<file path="config.mk">
export PLATFORM = sky130hd
export DESIGN_NAME = aotf_top
export DESIGN_NICKNAME = d
export VERILOG_FILES = /design/src/logic/aotf_pkg.sv /design/src/logic/aotf_iir_if.sv /design/src/logic/aotf_iir.sv /design/src/logic/aotf_top.sv
export SDC_FILE = /design/constraint.sdc
export NUM_CORES = 1
export LEC_CHECK = 0
export ABC_AREA = 1
export BUFFER_PORTS_ARGS = -buffer_cell sky130_fd_sc_hd__buf_2
export CORE_UTILIZATION = 65
export CTS_BUF_LIST = sky130_fd_sc_hd__clkbuf_8
export CTS_CLUSTER_DIAMETER = 200
export CTS_CLUSTER_SIZE = 16
export DETAILED_ROUTE_END_ITERATION = 7
export PLACE_DENSITY = 0.81
export SETUP_SLACK_MARGIN = 0.1
export SYNTH_ARGS = -nofsm -noshare
export SYNTH_HDL_FRONTEND = slang
export SYNTH_SLANG_ARGS = --single-unit
</file>
<file path="constraint.sdc">
create_clock -name i_clk -period 20.3 [get_ports i_clk]
set_clock_uncertainty 0.05 [all_clocks]
set_input_delay 3.045 -clock i_clk [delete_from_list [all_inputs] [get_ports i_clk]]
set_output_delay 3.045 -clock i_clk [all_outputs]
set_load 0.03 [all_outputs]
</file>
<file path="src/logic/aotf_pkg.sv">
// Constants, types and register map of the offset trim and filter block.
`default_nettype none
package aotf_pkg;

   // ------------------------------------------------------------------
   // Register indices; byte address is four times the index.
   // ------------------------------------------------------------------
   localparam logic [9:0] IDX_TRIM_A   = 10'h092;
   localparam logic [9:0] IDX_TRIM_B   = 10'h094;
   localparam logic [9:0] IDX_FILT_A   = 10'h097;
   localparam logic [9:0] IDX_FILT_B   = 10'h098;
   localparam logic [9:0] IDX_CAL_CTRL = 10'h099;
   localparam logic [9:0] IDX_STATUS   = 10'h09A;

   // ------------------------------------------------------------------
   // Field positions and reset values.
   // ------------------------------------------------------------------
   localparam int         TRIM_W        = 12;
   localparam logic [0:0] FILT_A_RST    = 1'h0;
   localparam logic [7:0] FILT_B_RST    = 8'h33;
   localparam logic [3:0] CAL_CTRL_RST  = 4'h0;
   localparam int         CTRL_OS       = 0;
   localparam int         CTRL_BG       = 1;
   localparam int         CTRL_BGOS     = 2;
   localparam int         CTRL_FILT     = 3;
   localparam logic [3:0] BW_MIN        = 4'h1;
   localparam logic [3:0] BW_MAX        = 4'h5;
   localparam logic [4:0] BW_SHIFT_BASE = 5'h09;
   localparam int         NUM_BANKS     = 4;
   localparam int         FRAC_W        = 16;
   localparam int         SOAK_CNT_W    = 24;

   // ------------------------------------------------------------------
   // Soak sequencer states, one-hot.
   // ------------------------------------------------------------------
   typedef enum logic [2:0] {
      ST_IDLE = 3'h1,
      ST_SOAK = 3'h2,
      ST_LIVE = 3'h4
   } aotf_state_t;

   // Complete state of the top module.
   typedef struct packed {
      logic [11:0]           trim_a;
      logic [11:0]           trim_b;
      logic                  keep_dc;
      logic [3:0]            bw;
      logic [3:0]            soak;
      logic [3:0]            cal_ctrl;
      logic [15:0]           rdata;
      logic                  out_valid;
      logic [15:0]           out_data;
      aotf_state_t           state;
      logic [SOAK_CNT_W-1:0] soak_cnt;
      logic                  online;
      logic                  soaking;
   } aotf_main_t;

   // Complete state of the estimator.
   typedef struct packed {
      logic [NUM_BANKS-1:0][31:0] est;
   } aotf_iir_t;

endpackage
`default_nettype wire

</file>
<file path="src/logic/aotf_iir_if.sv">
// Link between the trim datapath and the per-bank offset estimator.
`timescale 1ns/100ps
`default_nettype none
interface aotf_iir_if;
   logic        upd;
   logic        clr;
   logic [1:0]  bank;
   logic [15:0] x;
   logic [4:0]  shift;
   logic [31:0] est_bank;
   logic [31:0] est_mean;

   modport ctl (output upd, clr, bank, x, shift, input est_bank, est_mean);
   modport iir (input upd, clr, bank, x, shift, output est_bank, est_mean);
endinterface
`default_nettype wire

</file>
<file path="src/logic/aotf_iir.sv">
// Per-bank IIR offset estimator with power-of-two coefficient.
`timescale 1ns/100ps
`default_nettype none
module aotf_iir (
   input  wire logic i_clk,
   input  wire logic i_srst,
   aotf_iir_if.iir   iif
);

   aotf_pkg::aotf_iir_t st_reg;
   aotf_pkg::aotf_iir_t st_next;
   logic [33:0]         sum_w;

   // ------------------------------------------------------------------
   // Estimate update and bank readout.
   // ------------------------------------------------------------------

   // One step moves the estimate toward the sample by a shifted error.
   always_comb begin
      logic [31:0] xe;
      logic [31:0] err;
      xe      = {iif.x, 16'h0000};
      err     = xe - st_reg.est[iif.bank];
      st_next = st_reg;
      if (i_srst || iif.clr) begin
         st_next = '0;
      end else if (iif.upd) begin
         // RULE_15 shift update
         st_next.est[iif.bank] = st_reg.est[iif.bank] +
                                 32'($signed(err) >>> iif.shift);
      end
   end

   // Sum of all bank estimates for the common offset.
   always_comb begin
      sum_w = '0;
      for (int i = 0; i < aotf_pkg::NUM_BANKS; i++) begin
         sum_w = sum_w + {{2{st_reg.est[i][31]}}, st_reg.est[i]};
      end
   end

   assign iif.est_bank = st_reg.est[iif.bank];
   assign iif.est_mean = sum_w[33:2];

   // Registers the estimator state.
   always_ff @(posedge i_clk) begin
      st_reg <= st_next;
   end
endmodule
`default_nettype wire

</file>
<file path="src/logic/aotf_top.sv">
// Offset trim, offset filter and soak sequencer for the third converter core.
//
// The address-and-strobe port was decided locally.
`timescale 1ns/100ps
`default_nettype none
//
// Contract
// (RULE_01) Add 12-bit input A trim to samples taken on input A; top bits zero.
// (RULE_02) Add a separate 12-bit input B trim to samples taken on input B.
// (RULE_03) Trims load the factory value at reset; readable and writable afterwards.
// (RULE_04) Software never writes trims during a foreground calibration.
// (RULE_05) Software never writes trims while both background enables are set.
// (RULE_06) Offset cal without background: read trims only after foreground done.
// (RULE_07) With both background enables set, read trims only while halted.
// (RULE_08) Keep-DC set: remove only offset mismatch between banks.
// (RULE_09) Keep-DC clear, the reset value: remove all offsets, stripping DC.
// (RULE_10) Filter acts only when enabled; its settings do nothing otherwise.
// (RULE_11) Bandwidth codes 1 to 5 pick 2^-10 to 2^-14; others reserved.
// (RULE_12) Soak code sets settling after connection to a freshly calibrated core.
// (RULE_13) After soak the core goes online through the IIR filter.
// (RULE_14) Software programs soak equal to bandwidth.
// (RULE_15) Estimate grows by coefficient times error, done as arithmetic shift.
module aotf_top #(
   parameter int SOAK_BASE_LOG2 = 10
) (
   input  wire logic        i_clk,
   input  wire logic        i_srst,
   input  wire logic [11:0] i_addr,
   input  wire logic [15:0] i_wdata,
   input  wire logic        i_wr,
   input  wire logic        i_rd,
   output var  logic [15:0] o_rdata,
   input  wire logic [11:0] i_factory_trim_a,
   input  wire logic [11:0] i_factory_trim_b,
   input  wire logic        i_fg_cal_busy,
   input  wire logic        i_foreground_cal_done_flag,
   input  wire logic        i_calibration_halted_flag,
   input  wire logic        i_core_calibrated,
   input  wire logic        i_sample_valid,
   input  wire logic        i_sample_input_b,
   input  wire logic [1:0]  i_sample_bank,
   input  wire logic [11:0] i_sample,
   output var  logic        o_out_valid,
   output var  logic [15:0] o_out_data,
   output var  logic        o_core_online,
   output var  logic        o_soaking,
   output var  logic [3:0]  o_cal_ctrl
);

   aotf_pkg::aotf_main_t st_reg;
   aotf_pkg::aotf_main_t st_next;
   aotf_iir_if           iif ();

   logic [15:0]                     corr_w;
   logic [15:0]                     est_w;
   logic [15:0]                     mean_w;
   logic                            filt_en_w;
   logic                            bg_en_w;
   logic                            bw_ok_w;
   logic [3:0]                      soak_code_w;
   logic [aotf_pkg::SOAK_CNT_W-1:0] soak_lim_w;
   logic                            hit_w;

   // ------------------------------------------------------------------
   // Estimator instance.
   // ------------------------------------------------------------------

   // Holds one running offset estimate per interleaved bank.
   aotf_iir u_iir (
      .i_clk  (i_clk),
      .i_srst (i_srst),
      .iif    (iif)
   );

   // ------------------------------------------------------------------
   // Datapath helpers.
   // ------------------------------------------------------------------

   // Trim selection follows the input the core is sampling.
   // The sum is kept at 16 bits so a full-scale sample plus the largest
   // trim never wraps.
   // RULE_01 input A trim
   // RULE_02 input B trim
   assign corr_w = 16'(i_sample) +
                   16'(i_sample_input_b ? st_reg.trim_b : st_reg.trim_a);

   // Integer parts of the bank estimate and the common estimate.
   assign est_w  = iif.est_bank[31:aotf_pkg::FRAC_W];
   assign mean_w = iif.est_mean[31:aotf_pkg::FRAC_W];

   // Enables and bandwidth code checks.
   assign filt_en_w = st_reg.cal_ctrl[aotf_pkg::CTRL_FILT];
   assign bg_en_w   = st_reg.cal_ctrl[aotf_pkg::CTRL_BG];
   // RULE_11 reserved codes
   assign bw_ok_w   = (st_reg.bw >= aotf_pkg::BW_MIN) && (st_reg.bw <= aotf_pkg::BW_MAX);

   // A reserved soak code falls back to the longest soak.
   assign soak_code_w = ((st_reg.soak >= aotf_pkg::BW_MIN) &&
                         (st_reg.soak <= aotf_pkg::BW_MAX)) ? st_reg.soak
                                                            : aotf_pkg::BW_MAX;
   // With the default base the shortest legal soak is 1024 samples; a
   // smaller base shortens every soak for quick simulation.
   // RULE_12 soak length
   assign soak_lim_w  = aotf_pkg::SOAK_CNT_W'(1) <<
                        (SOAK_BASE_LOG2 + int'(soak_code_w) - 1);

   // Register address hit: aligned word only.
   // Unaligned accesses are dropped rather than rounded down, so a stray
   // byte address can never alias onto a trim.
   assign hit_w = (i_addr[1:0] == 2'h0);

   // ------------------------------------------------------------------
   // Estimator controls.
   // ------------------------------------------------------------------

   // Updates run only with the filter on and a legal bandwidth code.
   // RULE_10 filter gating
   assign iif.upd   = i_sample_valid && filt_en_w && bw_ok_w;
   assign iif.bank  = i_sample_bank;
   assign iif.x     = corr_w;
   // RULE_11 coefficient select
   assign iif.shift = aotf_pkg::BW_SHIFT_BASE + 5'(st_reg.bw);
   // A freshly calibrated core restarts its estimates from zero.
   // Clearing only from idle lets a live re-calibration keep settled estimates.
   assign iif.clr   = (st_reg.state == aotf_pkg::ST_IDLE) && i_core_calibrated &&
                      filt_en_w && bg_en_w;

   // ------------------------------------------------------------------
   // Next-state logic.
   // ------------------------------------------------------------------

   // Register file, output datapath and soak sequencer.
   always_comb begin
      st_next          = st_reg;
      st_next.rdata    = 16'h0000;
      st_next.out_valid = i_sample_valid;

      // Register writes; software keeps to the calibration access windows.
      // Hardware never blocks a trim write; a write that lands during a
      // calibration simply races the calibration engine for the value.
      // RULE_04 write window
      // RULE_05 write window
      if (i_wr && hit_w) begin
         case (i_addr[11:2])
            aotf_pkg::IDX_TRIM_A:   st_next.trim_a   = i_wdata[11:0];
            aotf_pkg::IDX_TRIM_B:   st_next.trim_b   = i_wdata[11:0];
            aotf_pkg::IDX_FILT_A:   st_next.keep_dc  = i_wdata[0];
            aotf_pkg::IDX_FILT_B: begin
               st_next.bw   = i_wdata[7:4];
               st_next.soak = i_wdata[3:0];
            end
            aotf_pkg::IDX_CAL_CTRL: st_next.cal_ctrl = i_wdata[3:0];
            default:                st_next.trim_a   = st_reg.trim_a;
         endcase
      end

      // Register reads; unmapped words and reserved bits read as zero.
      // RULE_06 read window
      // RULE_07 read window
      if (i_rd && hit_w) begin
         case (i_addr[11:2])
            aotf_pkg::IDX_TRIM_A:   st_next.rdata = {4'h0, st_reg.trim_a};
            aotf_pkg::IDX_TRIM_B:   st_next.rdata = {4'h0, st_reg.trim_b};
            aotf_pkg::IDX_FILT_A:   st_next.rdata = {15'h0000, st_reg.keep_dc};
            aotf_pkg::IDX_FILT_B:   st_next.rdata = {8'h00, st_reg.bw, st_reg.soak};
            aotf_pkg::IDX_CAL_CTRL: st_next.rdata = {12'h000, st_reg.cal_ctrl};
            aotf_pkg::IDX_STATUS: begin
               st_next.rdata = {11'h000, st_reg.online, st_reg.soaking,
                                i_calibration_halted_flag,
                                i_foreground_cal_done_flag, i_fg_cal_busy};
            end
            default:                st_next.rdata = 16'h0000;
         endcase
      end

      // Output sample: bypass, full offset removal or mismatch-only removal.
      // The estimates used here are those from before this sample's update,
      // so the correction lags the estimator by exactly one sample.
      if (!filt_en_w) begin
         // RULE_10 bypass
         st_next.out_data = corr_w;
      end else if (st_reg.keep_dc) begin
         // RULE_08 mismatch only
         st_next.out_data = corr_w - (est_w - mean_w);
      end else begin
         // RULE_09 strip DC
         st_next.out_data = corr_w - est_w;
      end

      // Soak sequencer.
      // The soak counts valid samples, not clocks, so an idle input stretches it.
      // Re-calibration while live restarts the soak but keeps the estimates.
      case (st_reg.state)
         aotf_pkg::ST_IDLE: begin
            // RULE_12 soak start
            if (i_core_calibrated && filt_en_w && bg_en_w) begin
               st_next.state    = aotf_pkg::ST_SOAK;
               st_next.soak_cnt = '0;
               st_next.online   = 1'b0;
               st_next.soaking  = 1'b1;
            end
         end
         aotf_pkg::ST_SOAK: begin
            if (!(filt_en_w && bg_en_w)) begin
               st_next.state   = aotf_pkg::ST_IDLE;
               st_next.online  = 1'b1;
               st_next.soaking = 1'b0;
            end else if (i_sample_valid) begin
               if (st_reg.soak_cnt >= soak_lim_w - 1'b1) begin
                  // RULE_13 go online
                  st_next.state   = aotf_pkg::ST_LIVE;
                  st_next.online  = 1'b1;
                  st_next.soaking = 1'b0;
               end else begin
                  st_next.soak_cnt = st_reg.soak_cnt + 1'b1;
               end
            end
         end
         aotf_pkg::ST_LIVE: begin
            // Leaving background filtering returns to plain operation.
            if (!(filt_en_w && bg_en_w)) begin
               st_next.state = aotf_pkg::ST_IDLE;
            end else if (i_core_calibrated) begin
               st_next.state    = aotf_pkg::ST_SOAK;
               st_next.soak_cnt = '0;
               st_next.online   = 1'b0;
               st_next.soaking  = 1'b1;
            end
         end
         default: begin
            st_next.state   = aotf_pkg::ST_IDLE;
            st_next.online  = 1'b1;
            st_next.soaking = 1'b0;
         end
      endcase

      // Synchronous reset; trims take the factory value.
      // Estimates are cleared inside the estimator by the same reset.
      if (i_srst) begin
         // RULE_03 factory load
         st_next           = '0;
         st_next.trim_a    = i_factory_trim_a;
         st_next.trim_b    = i_factory_trim_b;
         st_next.keep_dc   = aotf_pkg::FILT_A_RST;
         st_next.bw        = aotf_pkg::FILT_B_RST[7:4];
         st_next.soak      = aotf_pkg::FILT_B_RST[3:0];
         st_next.cal_ctrl  = aotf_pkg::CAL_CTRL_RST;
         st_next.state     = aotf_pkg::ST_IDLE;
         st_next.online    = 1'b1;
      end
   end

   // ------------------------------------------------------------------
   // State register and outputs.
   // ------------------------------------------------------------------

   // Registers the whole block state.
   always_ff @(posedge i_clk) begin
      st_reg <= st_next;
   end

   // Every output is taken straight from the state register.
   assign o_rdata       = st_reg.rdata;
   assign o_out_valid   = st_reg.out_valid;
   assign o_out_data    = st_reg.out_data;
   assign o_core_online = st_reg.online;
   assign o_soaking     = st_reg.soaking;
   assign o_cal_ctrl    = st_reg.cal_ctrl;
endmodule
`default_nettype wire

</file>
## Word level (Yosys, flattened, before mapping)

Index checks and enable logic that the tools add are counted.

- Input bits: 76
- Word-level logic and storage cells: 119
- Output and inout port bits: 39
- Flip-flop bits (word level): 227

- Reductions and logical operators: 28
- Mux-type cells: 32
- $lt $le $gt $ge: 7
- Shift operators: 2
- Add/subtract/negate cells: 14
- Equality and inequality tests: 18
- Bitwise gates (word level): 1

Operators by type and width:

| operator | count |
|---|---|
| $bwmux 128 | 1 |
| $mux 99 | 1 |
| $mux 29 | 3 |
| $pmux 12 s6 | 1 |
| $pmux 24 s3 | 1 |
| $add 34x34->34 | 2 |
| $bmux 32 s2 | 1 |
| $demux 32 s2 | 1 |
| $mux 32 | 2 |
| $eq 10x8->1 const B | 6 |
| $mux 12 | 4 |
| $mux 24 | 2 |
| $mux 37 | 1 |
| $add 32x32->33 | 1 |
| $add 32x32->32 | 1 |
| $mux 16 | 2 |
| $shl 1x32->24 const A | 1 |
| $sshr 32x5->32 | 1 |
| $sub 13x16->16 | 2 |
| $sub 29x32->32 | 1 |
| $mux 26 | 1 |
| $add 24x1->24 const B | 1 |
| $ge 24x24->1 | 1 |
| $sub 24x1->24 const B | 1 |
| other kinds (32) | 63 |

## Logic depth before layout (Yosys ltp)

Gate-level depths: netlist of run 1.

- Depth in word-level cells: 13
- Gate-level depth with buffers: 49
- Gate-level depth less buffers: 48

## Modules after synthesis

Synthesis of run 1 repeated with hierarchy kept, for this count alone.

- Cell total of the unflattened synthesis: 3404
- Area, all modules: 22380.2 um^2

Modules (own cells, without submodules):

| module | sequential area each (um^2) | area each (um^2) | cells an instance | instances |
|---|---|---|---|---|
| aotf_iir | 2562.5 | 14161.1 | 2205 | 1 |
| aotf_top | 2142.1 | 8219.1 | 1199 | 1 |

## Worst setup path after synthesis of run 1

OpenSTA, ideal clock, no wires.

- Kind: input-to-reg
- From: input port i_sample_input_b
- To: register u_iir.st_reg[118] (netlist bit)
- Data required time: 20.141 ns
- Setup slack: 11.474 ns
- Cell stages on the path: 46
- Path buffers: 1
- Setup time: 0.109 ns
- Arrival time: 8.667 ns
- Cells stage by stage: clkbuf_1 > o21ai_0 > ha_1 > fa_1 > nand3_1 > nand2_1 > nand2_1 > nand2_1 > a21oi_1 > o21ai_0 > nand3_1 > nand2_1 > nand2_1 > nand2_1 > a21oi_1 > inv_1 > ha_1 > a21oi_1 > (+10 left out) > nand2_1 > nand2_1 > nand2_1 > ha_1 > fa_1 > nand3_1 > nand3_1 > a21oi_1 > o21ai_1 > a21oi_1 > inv_1 > nand3_1 > o21bai_1 > a21oi_1 > nand2b_1 > nand3_1 > nand2_1 > inv_1

- Cells in the longest elaborated chain, start to end: 6

Ends and longest elaborated chain:

| what | RTL line | RTL |
|---|---|---|
| start, declared | aotf_top.sv:40 | `input wire logic i_sample_input_b,` |
| $mux 12 | aotf_top.sv:85 | `16'(i_sample_input_b ? st_reg.trim_b : st_reg.trim_a);` |
| $add 12x12->13 | aotf_top.sv:84 | `assign corr_w = 16'(i_sample) +` |
| $sub 29x32->32 | aotf_iir.sv:23 | `err = xe - st_reg.est[iif.bank];` |
| $sshr 32x5->32 | aotf_iir.sv:30 | `32'($signed(err) >>> iif.shift);` |
| $add 32x32->32 | aotf_iir.sv:29 | `st_next.est[iif.bank] = st_reg.est[iif.bank] +` |
| $bwmux 128 | aotf_iir.sv:29 |  |
| end signal, assigned | aotf_iir.sv:47 | `st_reg <= st_next;` |
| end, declared | aotf_iir.sv:10 | `aotf_pkg::aotf_iir_t st_reg;` |

Every way passes these cells.
A chain may end at the register's enable or synchronous reset.

## Final worst setup path of run 1

- From: input port i_sample_input_b
- To: register u_iir.st_reg[27] (netlist bit)

The elaborated chain is that of the path after synthesis.

==> results.yml, run 1 <==
global_routing:
  overflow: 0
  grt_usage: 0.421
  grt_pass1_vias: 23200
  grt_antenna_before_repair: 1
  grt_max_degree: 74
  grt_pass1_wl_mm: 121
setup_path:
  start_kind: "input pin"
  critPathBufInv: 4
  critical-path-max-stage-delay_ps: 630
  critPathTopFamily: "simple AND/OR/NAND/NOR gates"
  critPathKind: "in -> reg"
  cp-startpoint: "i_sample_input_b"
  crit_path_max_fanout: 22
  endpoint_kind: "flip-flop"
  r2r_start: "st_reg[75]"
  crit_path_frequent_cell: "nand3_1"
  arrival_ps: 10940
  cp_slowest_cell: "o21ai_0"
  r2r_slack_ps: 12180
  required_ps: 20740
yosys:
  yosys_warnings: 0
  syn_avg_cell_area_um2: 6.46
  ys_seq_area_frac: 0.203
  yosysTopAreaCell: "dfxtp_1"
  synth_area_um2: 23200
  synth_area_leaders: "dfxtp_1, nand2_1, ha_1"
  yosys_register_bits: 223
  synth.distinct_cells: 68
  synth_edf_count: 24
  synth_async_sr_flop_share: 0
  postSynthCellCount: 3589
  synth_top_area_frac: 0.172
  synth_flop_cell: "dfxtp_1"
layout:
  layout-drive-gt1-share: 0.0746
  areaGrowthSynthToFinish_pct: 3.33
  antennaDiodeCount: 0
  fin_nets: 3896
  final_cells: 4059
  largest_reg_flops: 128
sta:
  slew_violations: 0
  worst_pin_slew_ps: 1320
  relSlewSlack: 0.117
  rsz0062_at_grt: "false"
  period_minus_slack_ps: 10500
  clock.fmax_ghz: 0.0952
  setup_violations: 0
  fin_setup_tns_ps: 0
  fin_crit_sh: 0.517
  finalHoldViolations: 0
power_and_ir_drop:
  power-per-cell-area_nw_per_um2: 64.1
  switchingPower_mw: 0.755
  worst_ir_drop_vdd_v: 0.0000679
  cellLeakagePower_nw: 12.5
  p_sw_frac: 0.492
  clkPwrFrac: 0.155
  p_int_mw: 0.780
  pwr-share-comb: 0.542
  power_frac_seq: 0.303
placed_design:
  dp_hpwl_mm: 61.8
  port_buffers: 106
  dp_cells: 4038
  gp_congestion: 1.06
routing:
  vias_per_cell: 6.19
  wl_per_cell_um: 19.2
  drc_errors: 0
  drtPass1Iterations: 6
  drtIter0Drc: 3121
  ant_nets: 0
  routed_wl_mm: 78.0
  vias: 25100
clock_network:
  cts_setup_buffers: 0
  cts-root-buf: "clkbuf_8"
  cts-resized-gates: 0
  cts.sinks: 223
  clockBufferDepth: 3
  numCtsBuffers: 17
  ctsHoldBuffers: 0
  cts_tree: "built"
  clk_latency_ps: 600
  clkSlewWorstSetupHoldPaths_ps: 110
  htreeDepth: 1
die:
  initial_utilization: 0.666
  io_pins: 115
  die_h_um: 191
  die_w_um: 191
  row_count: 68
  core_um2: 34800
  fp.dieArea_um2: 36400
flow_run:
  drv_cap: 0
min_path:
  hp-start: "u_iir.st_reg[115]"
  hold_class: "reg -> reg"
run_status:
  status: "finished clean"
tightest hold or removal path: stages (launching register included):
cell      delay [ps]
dfxtp_1          340
o211ai_1         100
inv_1             50
cells in the final DEF (no fill, tap or decap), drive strengths merged, types with 38 or more instances in the layout:
cell type,instances
a21oi,297
buf,126
dfxtp,199
fa,49
ha,169
inv,569
nand2,756
nand3,402
nand4,38
nor2,260
nor3,52
o211ai,57
o21ai,253
xor2,76
stage by stage:
| step | worst slack (ps) | area, µm² | hold slack [ps] | util | power, mW |
|---|---|---|---|---|---|
| floorplan | 11470 | 23200 | 417 | - | 1.06 |
| global placement | 9860 | 23700 | 429 | 0.681 | 1.26 |
| detailed placement | 9550 | 23700 | 431 | 0.681 | 1.27 |
| CTS | 10140 | 23900 | 459 | 0.688 | 1.51 |
| global route | 9250 | 23900 | 485 | 0.688 | 1.62 |
| finish | 9800 | 23900 | 462 | 0.688 | 1.54 |
cells in the mapped netlist (35+ instances only):
cell	n
xor2_1	76
nor3_1	51
nand3_1	375
o211ai_1	57
buf_4	40
ha_1	169
nor2_1	225
inv_1	553
fa_1	49
o21a_1	37
o21ai_0	243
dfxtp_1	199
nand2_1	733
clkbuf_1	66
nand4_1	37
a21oi_1	295
xnor2_1	35
power by group through the flow:
stage | clock network (mW) | logic, mW | registers, mW
finish | 0.237 | 0.832 | 0.466
detailed placement | 0 | 0.799 | 0.475
CTS | 0.239 | 0.803 | 0.465
global route | 0.249 | 0.908 | 0.467
global placement | 0 | 0.784 | 0.474
floorplan | 0 | 0.585 | 0.477
final timing paths:
| kind | depth (start not counted) | to |
|---|---|---|
| worst max-delay path | 42 | u_iir.st_reg[27] |
| worst min register to register | 2 | u_iir.st_reg[115] |
| worst max register to register | 42 | u_iir.st_reg[27] |
| worst min-delay path | 2 | u_iir.st_reg[115] |
cells by family (layout without fill, tap and decap cells):
logic type	Yosys count	in the layout	synth area share
fa+ha+maj	218	218	0.134
flops	223	223	0.203
mux	4	4	0.00184
simple gates	1533	1533	0.297
xor+xnor	111	111	0.0420
compound gates	778	778	0.194
other cells	2	20	0.000324
buf+inv	720	717	0.128
layout make-up:
type | count | area [µm²]
flip-flops and latches | 223 | 4700
clock inverters | 4 | 15.0
inverters | 570 | 2140
repair buffers | 126 | 681
clock buffers | 17 | 234
multi-input cells | 2664 | 15600
fillers | 3162 | 10900
well taps | 455 | 569
layer usage:
layer / vias up / wire length [µm] / global-route usage
met3: 250 / 8750 / 0.0858
li1: 11900 / - / -
met2: 1492 / 33600 / 0.651
met4: 0 / 3840 / 0.190
met1: 11500 / 31700 / 0.564
met5: - / 0 / 0
No activity file was read; power rests on OpenSTA's default activity.
==> run 2: changes to the inputs <==
Settings changed: CORE_UTILIZATION 65 to 59, PLACE_DENSITY 0.81 to 0.77.
Clock period 20.3 ns to 8.5 ns, I/O delays scaled along.
==> run 2 against run 1 <==
Global-route usage decreased by 4.8 points. Flip-flop and latch count is the same. Register-to-register slack worse by 11000 ps. Largest power group unchanged. Routed wire length decreased by 1.7%. Highest routed layer unchanged. Critical path type is now reg -> reg.
==> results.yml, run 2 (synthesis gave the netlist of run 1 again) <==
sta:
  worst_pin_slew_ps: 1250
  period_minus_slack_ps: 7780
  relSlewSlack: 0.164
  setup_violations: 0
  slew_violations: 0
  rsz0062_at_grt: "false"
  fin_setup_tns_ps: 0
  finalHoldViolations: 0
  clock.fmax_ghz: 0.129
  fin_crit_sh: 0.915
die:
  die_h_um: 200
  row_count: 72
  fp.dieArea_um2: 40100
  core_um2: 38600
  initial_utilization: 0.600
  io_pins: 115
  die_w_um: 200
power_and_ir_drop:
  p_sw_frac: 0.485
  p_total_mw: 3.69
  clkPwrFrac: 0.156
  pwr-share-comb: 0.543
  switchingPower_mw: 1.79
  p_int_mw: 1.90
  worst_ir_drop_vdd_v: 0.000107
  power_frac_seq: 0.301
  cellLeakagePower_nw: 12.6
  power-per-cell-area_nw_per_um2: 153
global_routing:
  met2_usage: 0.584
  grt_antenna_before_repair: 0
  grt_max_degree: 98
  grt_pass1_wl_mm: 121
  met3_usage: 0.0644
  grt_pass1_vias: 23000
  overflow: 0
  grt_usage: 0.374
  gr-usage-met1: 0.507
  grt_busiest_layer: "met2"
routing:
  vias: 24700
  routed_wl_mm: 76.6
  vias_per_cell: 5.95
  drc_errors: 0
  drtPass1Iterations: 6
  wl_per_cell_um: 18.5
  drtIter0Drc: 2791
  ant_nets: 0
clock_network:
  clockBufferDepth: 3
  numCtsBuffers: 17
  htreeDepth: 1
  clkSlewWorstSetupHoldPaths_ps: 120
  cts.sinks: 223
  cts-root-buf: "clkbuf_8"
  clk_latency_ps: 610
  cts_tree: "built"
setup_path:
  critical-path-max-stage-delay_ps: 540
  crit_path_frequent_cell: "nand2_1"
  cp_slowest_cell: "o21ai_0"
  start_kind: "flip-flop"
  crit_path_max_fanout: 4
  required_ps: 8950
  r2r_start: "u_iir.st_reg[0]"
  endpoint_kind: "flip-flop"
  r2r_slack_ps: 720
  cp-startpoint: "u_iir.st_reg[0]"
  arrival_ps: 8230
  critPathKind: "reg -> reg"
layout:
  final_cell_mix: "nand2_1, inv_1, nand3_1"
  layout-drive-gt1-share: 0.0811
  largest_reg_flops: 128
  fill_cells: 3700
  final_common_cell: "nand2_1"
  antennaDiodeCount: 0
  areaGrowthSynthToFinish_pct: 4.46
  fin_nets: 3917
placed_design:
  gp_congestion: 1.04
  dp_hpwl_mm: 61.1
  port_buffers: 106
flow_run:
  drv_cap: 0
run_status:
  status: "finished clean"
min_path:
  hp-start: "st_reg[25]"
  hold_class: "reg -> reg"
-- run 2: path summary, 6_finish.rpt --
check | endpoint | depth (start not counted)
max | o_out_data[11] | 35
min reg2reg | st_reg[25] | 2
min | st_reg[25] | 2
max reg2reg | o_out_data[11] | 35
-- run 2: repair_timing --
item | in CTS | in global routing
buffers inserted | 0 | 0
setup endpoints to repair | 0 | 23
hold buffers | 0 | 0
hold endpoints to repair | 0 | 0
gates resized for setup | 0 | 3
-- run 2: critical path, delay by kind of cell, from the launching register on --
family | cells | cell delay (ps)
AOI/OAI and AO/OA | 10 | 2570
xor gates and xnor gates | 2 | 530
adders and majority gates | 6 | 2360
buffers and inverters | 5 | 360
DFF | 1 | 380
and+or+nand+nor | 12 | 1420
-- run 2: layer usage --
metal  part of all wire  up-vias
met5                  0        -
met4              0.046        0
met3              0.099      211
met2               0.43     1234
met1               0.42    11300
li1                   -    11900
-- run 2: layout make-up --
cell class,count,area (µm²),share of cell area
inverters,570,2140,0.0884
flip-flops and latches,223,4710,0.194
clock inverters,6,26.3,0.00109
clock buffers,17,234,0.00967
multi-input cells,2664,15600,0.645
well taps,518,648,0.0268
repair buffers,147,841,0.0347
-- run 2: power by group through the flow --
stage / logic, mW / clock network, mW / registers [mW]
5_1_grt: 2.19 / 0.610 / 1.12
2_1_floorplan: 1.40 / 0 / 1.14
4_1_cts: 1.95 / 0.585 / 1.11
3_5_place_dp: 1.94 / 0 / 1.14
6_report: 2.01 / 0.576 / 1.11
3_3_place_gp: 1.91 / 0 / 1.13
-- run 2: per-stage QoR --
stage	hold WS (ps)	cells	util	setup slack, ps	instance area [µm²]
5_1_grt	493	4145	0.626	99.4	24200
6_report	463	4145	0.626	719	24200
2_1_floorplan	417	3607	-	1440	23200
3_3_place_gp	430	4122	0.619	298	23900
4_1_cts	468	4145	0.626	720	24200
3_5_place_dp	435	4122	0.619	121	23900
